[src/rtl/dhp_defines.vh]
// Constants for the dual style host register port
`ifndef DHP_DEFINES_VH
`define DHP_DEFINES_VH
`define DHP_ADDR_W 8
`define DHP_DATA_W 8
`define DHP_MEM_DEPTH 256
`define DHP_MEM_RESET 8'h00
`define DHP_ST_IDLE 2'h0
`define DHP_ST_WAIT 2'h1
`define DHP_ST_DONE 2'h2
`define DHP_ST_END 2'h3
`endif

[src/rtl/dhp_port.v]
// Host register port with strap selected bus style and internal byte memory
`timescale 1ns/1ps
`include "dhp_defines.vh"
// Behaviour
// - Eight bit address selects memory location
// - Eight bit data, driven only on reads
// - Interrupt high in ready style, low acknowledge
// - Style strap high means acknowledge style
// - Transfers timed by processor clock rising edge
// - Read pin: read strobe or direction line
// - Open drain done: ready high or acknowledge low
// - Strobes ignored while select is high
module dhp_port (
  // Clock and reset
  input wire i_clk,
  input wire i_reset,
  // Host pins
  input wire i_pclk,
  input wire [7:0] i_addr,
  input wire [7:0] i_data,
  output reg [7:0] o_data,
  output reg o_data_oe,
  input wire i_sel_n,
  input wire i_rd,
  input wire i_wr_n,
  input wire i_bus_style_select,
  output reg o_transfer_done_out,
  output reg o_transfer_done_out_oe,
  output reg o_int,
  // Internal interrupt request from the device core
  input wire i_int_req
);
  wire [20:0] pins_s;
  wire pclk_s;
  wire [7:0] addr_s;
  wire [7:0] data_s;
  wire sel_n_s;
  wire rd_s;
  wire wr_n_s;
  wire style_s;
  reg pclk_q;
  reg style_q;
  reg [1:0] state_q;
  reg is_read_q;
  reg [7:0] addr_q;
  reg [7:0] mem_q [0:`DHP_MEM_DEPTH-1];
  wire pclk_rise;
  wire req_read;
  wire req_write;
  wire req_active;
  integer i;

  // Every host pin crosses two flops before any logic looks at it
  dhp_sync #(.W(21)) u_sync (
    .i_clk(i_clk),
    .i_reset(i_reset),
    .i_async({i_pclk, i_addr, i_data, i_sel_n, i_rd, i_wr_n, i_bus_style_select}),
    .o_sync(pins_s)
  );

  assign pclk_s = pins_s[20];
  assign addr_s = pins_s[19:12];
  assign data_s = pins_s[11:4];
  assign sel_n_s = pins_s[3];
  assign rd_s = pins_s[2];
  assign wr_n_s = pins_s[1];
  assign style_s = pins_s[0];

  // Sampling edge of the processor clock
  assign pclk_rise = pclk_s & ~pclk_q;

  // How an access runs through this port:
  //   IDLE  waits for a processor clock rise with select low and a valid
  //         strobe, then latches the address and the direction.
  //   WAIT  waits for the next processor clock rise; a write stores the
  //         byte there, because the host holds data stable until done.
  //   DONE  gives the memory one cycle so the read word is settled
  //         before completion is shown on the pin.
  //   END   shows completion and holds it until the host lets go of its
  //         strobe or select; only then can a new access be taken.
  // Every host pin is seen two system clocks late through the
  // synchroniser, so the processor clock must be slow against i_clk.
  // A limitation: the processor clock must stay low or high for longer than
  // one system clock, or an edge may be missed entirely.

  // Read request decode for either bus style
  function dec_read;
    input sel_n;
    input style;
    input rd;
    begin
      // Acknowledge style: read pin is direction, high reads
      // Ready style: read pin is an active low strobe
      dec_read = ~sel_n & (style ? rd : ~rd);
    end
  endfunction

  // Write request decode for either bus style
  function dec_write;
    input sel_n;
    input style;
    input rd;
    input wr_n;
    begin
      // The write pin is ignored in acknowledge style, the host keeps it
      // high there; in ready style the read strobe must be idle as well so
      // a glitch that shows both strobes is not taken as a write
      dec_write = ~sel_n & (style ? ~rd : (~wr_n & rd));
    end
  endfunction

  // True while an access has been taken and not yet returned to idle
  function in_access;
    input [1:0] state;
    begin
      in_access = (state != `DHP_ST_IDLE);
    end
  endfunction

  // True while completion is shown to the host
  function at_end;
    input [1:0] state;
    begin
      at_end = (state == `DHP_ST_END);
    end
  endfunction

  // Decode strobes per bus style; select gates everything
  assign req_read = dec_read(sel_n_s, style_q, rd_s);
  assign req_write = dec_write(sel_n_s, style_q, rd_s, wr_n_s);
  assign req_active = req_read | req_write;

  // Clock edge tracking and strap capture; the strap is taken while idle
  // so a change mid-access cannot flip the polarity of a live handshake
  always @(posedge i_clk) begin
    if (i_reset) begin
      pclk_q <= 1'b0;
      style_q <= 1'b0;
    end else begin
      pclk_q <= pclk_s;
      if (state_q == `DHP_ST_IDLE) begin
        style_q <= style_s;
      end
    end
  end

  // Access sequencer: accept, complete, then wait for the host to end it
  always @(posedge i_clk) begin
    if (i_reset) begin
      state_q <= `DHP_ST_IDLE;
      is_read_q <= 1'b0;
      addr_q <= 8'h00;
      for (i = 0; i < `DHP_MEM_DEPTH; i = i + 1) begin
        mem_q[i] <= `DHP_MEM_RESET;
      end
    end else begin
      case (state_q)
        `DHP_ST_IDLE: begin
          if (pclk_rise && req_active) begin
            addr_q <= addr_s;
            is_read_q <= req_read;
            state_q <= `DHP_ST_WAIT;
          end
        end
        `DHP_ST_WAIT: begin
          // Write data taken at the next clock edge, host holds it stable
          if (pclk_rise) begin
            if (!is_read_q) begin
              mem_q[addr_q] <= data_s;
            end
            state_q <= `DHP_ST_DONE;
          end
        end
        `DHP_ST_DONE: begin
          state_q <= `DHP_ST_END;
        end
        `DHP_ST_END: begin
          // Hold completion until the host drops its strobe or select
          if (!req_active) begin
            state_q <= `DHP_ST_IDLE;
          end
        end
        default: begin
          state_q <= `DHP_ST_IDLE;
        end
      endcase
    end
  end

  // Read data path: the word at the latched address is always presented,
  // only the enable decides whether the pins carry it
  always @(posedge i_clk) begin
    if (i_reset) begin
      o_data <= 8'h00;
      o_data_oe <= 1'b0;
    end else begin
      o_data <= mem_q[addr_q];
      // Drive data only during an accepted read still held by select,
      // so a host that drops select early never fights the pins
      o_data_oe <= is_read_q && in_access(state_q) && !sel_n_s;
    end
  end

  // Completion pin: open drain, so the value is always low and only the
  // enable moves; the board pull-up gives the released level
  always @(posedge i_clk) begin
    if (i_reset) begin
      o_transfer_done_out <= 1'b0;
      o_transfer_done_out_oe <= 1'b0;
    end else begin
      o_transfer_done_out <= 1'b0;
      if (style_q) begin
        // Acknowledge: pulled low only while done is shown and held
        o_transfer_done_out_oe <= at_end(state_q) && req_active;
      end else begin
        // Ready: pulled low while busy, released high once done
        o_transfer_done_out_oe <= in_access(state_q) && !at_end(state_q);
      end
    end
  end

  // Interrupt pin level follows the bus style polarity
  always @(posedge i_clk) begin
    if (i_reset) begin
      o_int <= 1'b0;
    end else begin
      o_int <= style_q ? ~i_int_req : i_int_req;
    end
  end
endmodule

[src/rtl/dhp_sync.v]
// Two-flop synchroniser for a group of pin inputs
`timescale 1ns/1ps
module dhp_sync #(
  parameter W = 1
) (
  // Clock and reset
  input wire i_clk,
  input wire i_reset,
  // Asynchronous level in, synchronised level out
  input wire [W-1:0] i_async,
  output wire [W-1:0] o_sync
);
  reg [W-1:0] meta_q;
  reg [W-1:0] sync_q;

  // First stage is read only by the second stage
  always @(posedge i_clk) begin
    if (i_reset) begin
      meta_q <= {W{1'b0}};
      sync_q <= {W{1'b0}};
    end else begin
      meta_q <= i_async;
      sync_q <= meta_q;
    end
  end

  assign o_sync = sync_q;
endmodule

[config.mk]
export PLATFORM = sky130hd
export DESIGN_NAME = dhp_port
export DESIGN_NICKNAME = d
export VERILOG_FILES = /design/src/rtl/dhp_port.v /design/src/rtl/dhp_sync.v
export VERILOG_INCLUDE_DIRS = /design/src /design/src/rtl
export SDC_FILE = /design/constraint.sdc
export NUM_CORES = 2
export LEC_CHECK = 0
export BUFFER_PORTS_ARGS = -buffer_cell sky130_fd_sc_hd__clkbuf_2
export CAP_MARGIN = 20
export CORE_MARGIN = 2
export CORE_UTILIZATION = 58
export CTS_BUF_LIST = sky130_fd_sc_hd__clkbuf_8
export DETAILED_ROUTE_END_ITERATION = 10
export MAX_ROUTING_LAYER = met4
export PLACE_DENSITY_LB_ADDON = 0.05
export SYNTH_ARGS = -nofsm -noshare
export SYNTH_HDL_FRONTEND = slang
export SYNTH_SLANG_ARGS = --single-unit
[constraint.sdc]
create_clock -name i_clk -period 3.35 [get_ports i_clk]
set_input_delay 0.67 -clock i_clk [delete_from_list [all_inputs] [get_ports i_clk]]
set_output_delay 0.67 -clock i_clk [all_outputs]
set_load 0.01 [all_outputs]
==> results.txt <==
----------------------------------------------------
[Clocking]
  Clock-pin slew reported for the worst setup and hold paths after clock tree synthesis ... 0.06 ns
  Clock tree from TritonCTS ... yes
  Level count of the clock H-tree ... 5
  Clock network latency to the later pin of the worst-skew pair ... 1.07 ns
  Max clock buf depth ... 4
  Clk sinks ... 2,114
  Inserted Clock Buffers ... 362
  Root cell of the clock tree ... clkbuf_8

[Timing]
  Crit share post-route ... 101%
  Unrepaired setup endpoints after global routing ... false
  Final Hold Fails ... 0
  Setup slack of the critical path after layout ... -0.0260 ns
  Clock Skew ... 0.0556 ns
  Count of final setup violators ... 1
  Maximum operating frequency ... 296 MHz
  Transition time at the pin with the least slew margin ... 1.04 ns
  Slew margin rel. ... 30.3%
  Number of pins exceeding their max-slew limit in the final report ... 0
  Crit path time final ... 3.38 ns

[Run status]
  Run status ... complete, but fails checks
  Failing checks ... negative setup slack

[Power and ir drop]
  Internal power component ... 41.6 mW
  Standby leakage power ... 46.0 nW
  Proportion of power drawn by the clock network ... 39.6%
  Overall power of the completed layout ... 54.0 mW
  Switching pwr ... 12.4 mW
  Worst voltage drop across the vdd grid ... 0.000495 V
  PwrDens ... 499 nW/um^2
  Sequential Power Share ... 55.9%
  Switching power as a share of total power ... 22.9%
  Combinational group share of total power ... 4.5%

[Setup path]
  Category of the most critical setup path ... reg2reg
  Kind of start point of the critical path ... register
  Worst endpoint data arrival time ... 4.25 ns
  Critical path data required time ... 4.23 ns
  Worst-path maximum fanout ... 25
  Crit. End Element ... register
  Worst reg2reg path depth ... 11

[Logic synthesis]
  Number of synthesized flops with an enable pin ... 2,048
  Share of Yosys cell area claimed by the top area cell type ... 62.4%
  Post-synth ARST share ... 0%
  Yosys synthesis warning count ... 0
  Synthesized instance count ... 6,880
  Cell Area, Synth ... 98,600 sq um
  Most instantiated flip-flop cell in the synthesis netlist ... edfxtp_1
  Sequential area share after synthesis ... 63.7%
  Mean Syn Cell Area ... 14.3 sq um
  Mapped Nets ... 6,909
  Synth Register Bits ... 2,114
  Area leader, netlist ... edfxtp_1
  Cells taking the most area after synthesis ... edfxtp_1 62%, and3_1 13%, mux4_2 7.7%
  Unique cell type count in the Yosys netlist ... 73

[Placed design]
  HPWL reported at the end of detailed placement ... 163,000 um
  Count of input and output buffers ... 34
  Placer Congestion ... 0.876
  Number of placed cells counting well taps ... 8,522
  Placement-stage cell area ... 101,000 sq um

[Run]
  Max-cap violations ... 0

[Routing]
  Number of vias in the routed layout ... 60,978
  Drt first-iter violations ... 7,667
  Antenna violation net count after detailed routing ... 0
  DR vias/cell ... 6.65
  Total routed wirelength ... 271,000 um
  DRT Pass-1 Iters ... 8
  Average wire length per cell after detail routing ... 29.5 um
  Number of remaining DRC errors ... 0

[Global routing]
  Via count of the first global-routing pass ... 60,058
  First-pass GRT wire length ... 402,000 um
  Initial antenna violation count ... 6
  Total global routing overflow ... 0
  Overall track demand over capacity in global routing ... 32.1%
  Maximum number of pins on one net before global-route repair ... 145

[Cells and area]
  Commonest non-fill, non-tap cell in the layout ... and3_1
  Layout Area Growth over Synthesis ... 9.72%
  Summed area of non-filler cells in the final layout ... 108,000 sq um
  Final-stage net count ... 6,723
  Most used cells in the layout excluding fill and tap cells ... 2,050 x and3_1, 2,048 x edfxtp_1, 375 x clkbuf_8
  Number of inserted filler cells in the final layout ... 12,190
  Fraction of final layout cells sized beyond drive strength 1 ... 19.5%
  Post-Layout Cell Count ... 9,175

[Min path]
  Hold-critical path depth ... 3
  Path type of the worst min-delay path ... in2reg

[Floorplan]
  Std-Cell Core Area ... 169,000 sq um
  Horizontal die dimension ... 416 um
  Initial standard-cell utilization of the core ... 58.3%
  FP Rows ... 151
  Die Height ... 416 um
  Number of top-level design ports ... 36
  Die Footprint ... 173,000 sq um

----------------------------------------------------
[area by class of cell]
type | count | area [sq um] | share of cell area (%)
Clock buffer | 375 | 5160 | 4.77
Timing Repair Buffer | 415 | 4400 | 4.07
Clock inverter | 245 | 1230 | 1.14
Tap cell | 2218 | 2780 | 2.56
Multi-Input combinational cell | 3797 | 31700 | 29.3
Inverter | 4 | 15.0 | 0.0139
Sequential cell | 2114 | 62900 | 58.1
Antenna cell | 7 | 17.5 | 0.0162
[synthesized netlist by cell type, types with 43 or more instances]
library cell  count
a21o_1          256
buf_2           135
a22oi_1         131
mux4_2          338
clkbuf_1        687
o22ai_1          72
buf_4            75
dfxtp_1          66
mux2_2          104
nor2b_1          68
o21ai_0          59
mux2i_1         251
nor2_1           43
a21oi_1          78
and3_1         2050
edfxtp_1       2048
[routing by layer]
metal / vias up / track usage (%) / wire length, um / part of all wire (%)
met4: 0 / 9.44 / 7650 / 2.8
li1: 26567 / - / - / -
met2: 2775 / 49.7 / 130000 / 48
met5: - / - / 0 / 0
met3: 430 / 5.02 / 22100 / 8.1
met1: 31206 / 44.4 / 111000 / 41
[power groups by stage]
stage	Sequential, mW	Combinational [mW]	Clock, mW
2_1_floorplan	30.5	1.56	0
3_5_place_dp	30.7	2.38	0
5_1_grt	30.2	2.56	22.7
3_3_place_gp	30.7	2.35	0
6_report	30.2	2.42	21.4
4_1_cts	30.2	2.42	21.6
[stage by stage]
step / TNS (ns) / worst slack, ns / utilization [%] / hold slack [ns]
floorplan: 0 / 0.611 / - / 0.414
global placement: -2.38 / -0.504 / 59.9 / 0.415
detailed placement: -1.52 / -0.484 / 60.0 / 0.422
CTS: 0 / 0.00158 / 64.0 / 0.118
global route: 0 / 0.00893 / 64.0 / 0.160
finish: -0.0260 / -0.0260 / 64.0 / 0.178
[critical path: stages, from the launching register on]
cell and delay [ns]:
dfxtp_4 0.55, buf_12 0.22, buf_12 0.22, buf_4 0.29, mux4_2 0.34, a22oi_1 0.27, nand2_1 0.16, a21oi_1 0.37
o21ai_0 0.25, o21ai_1 0.30, buf_4 0.17, nor4_1 0.04
[logic make-up (layout without fill, tap and decap cells)]
group / count (synthesis) / in the layout / synth area share, %
AND/OR/NAND/NOR: 2346 / 2346 / 14.8
flip-flops: 2114 / 2114 / 63.7
buffers and inverters: 969 / 1039 / 4.46
AO/OA/AOI/OAI: 749 / 749 / 5.48
multiplexers: 694 / 694 / 11.5
adder cells (fa/ha/maj): 5 / 5 / 0.0634
XOR/XNOR: 2 / 2 / 0.0178
other: 1 / 8 / 0.00380
[final timing paths]
kind | start | endpoint | slack, ns
worst min-delay path | i_reset | o_int | 0.18
worst max register to register | addr_q[1] | o_data[4] | -0.03
worst max-delay path | addr_q[1] | o_data[4] | -0.03
worst min register to register | u_sync.meta_q[10] | u_sync.o_sync[10] | 0.43
[flip-flops by register name, summed over array words and instances (netlist names)]
signal and count:
o_data 8, o_data_oe 1, addr_q 8, o_int 1, mem_q 2048, u_sync.o_sync 21, state_q 2, pclk_q 1
style_q 1, o_transfer_done_out_oe 1, is_read_q 1, u_sync.meta_q 21
[repair_timing]
item                                    CTS  global route
endpoints found under the setup margin    6             6
endpoints found under the hold margin    22             0
hold buffers                             22             0
buffers inserted                          4             0
resized for setup                        16             9
(Power assumes the default switching activity.)
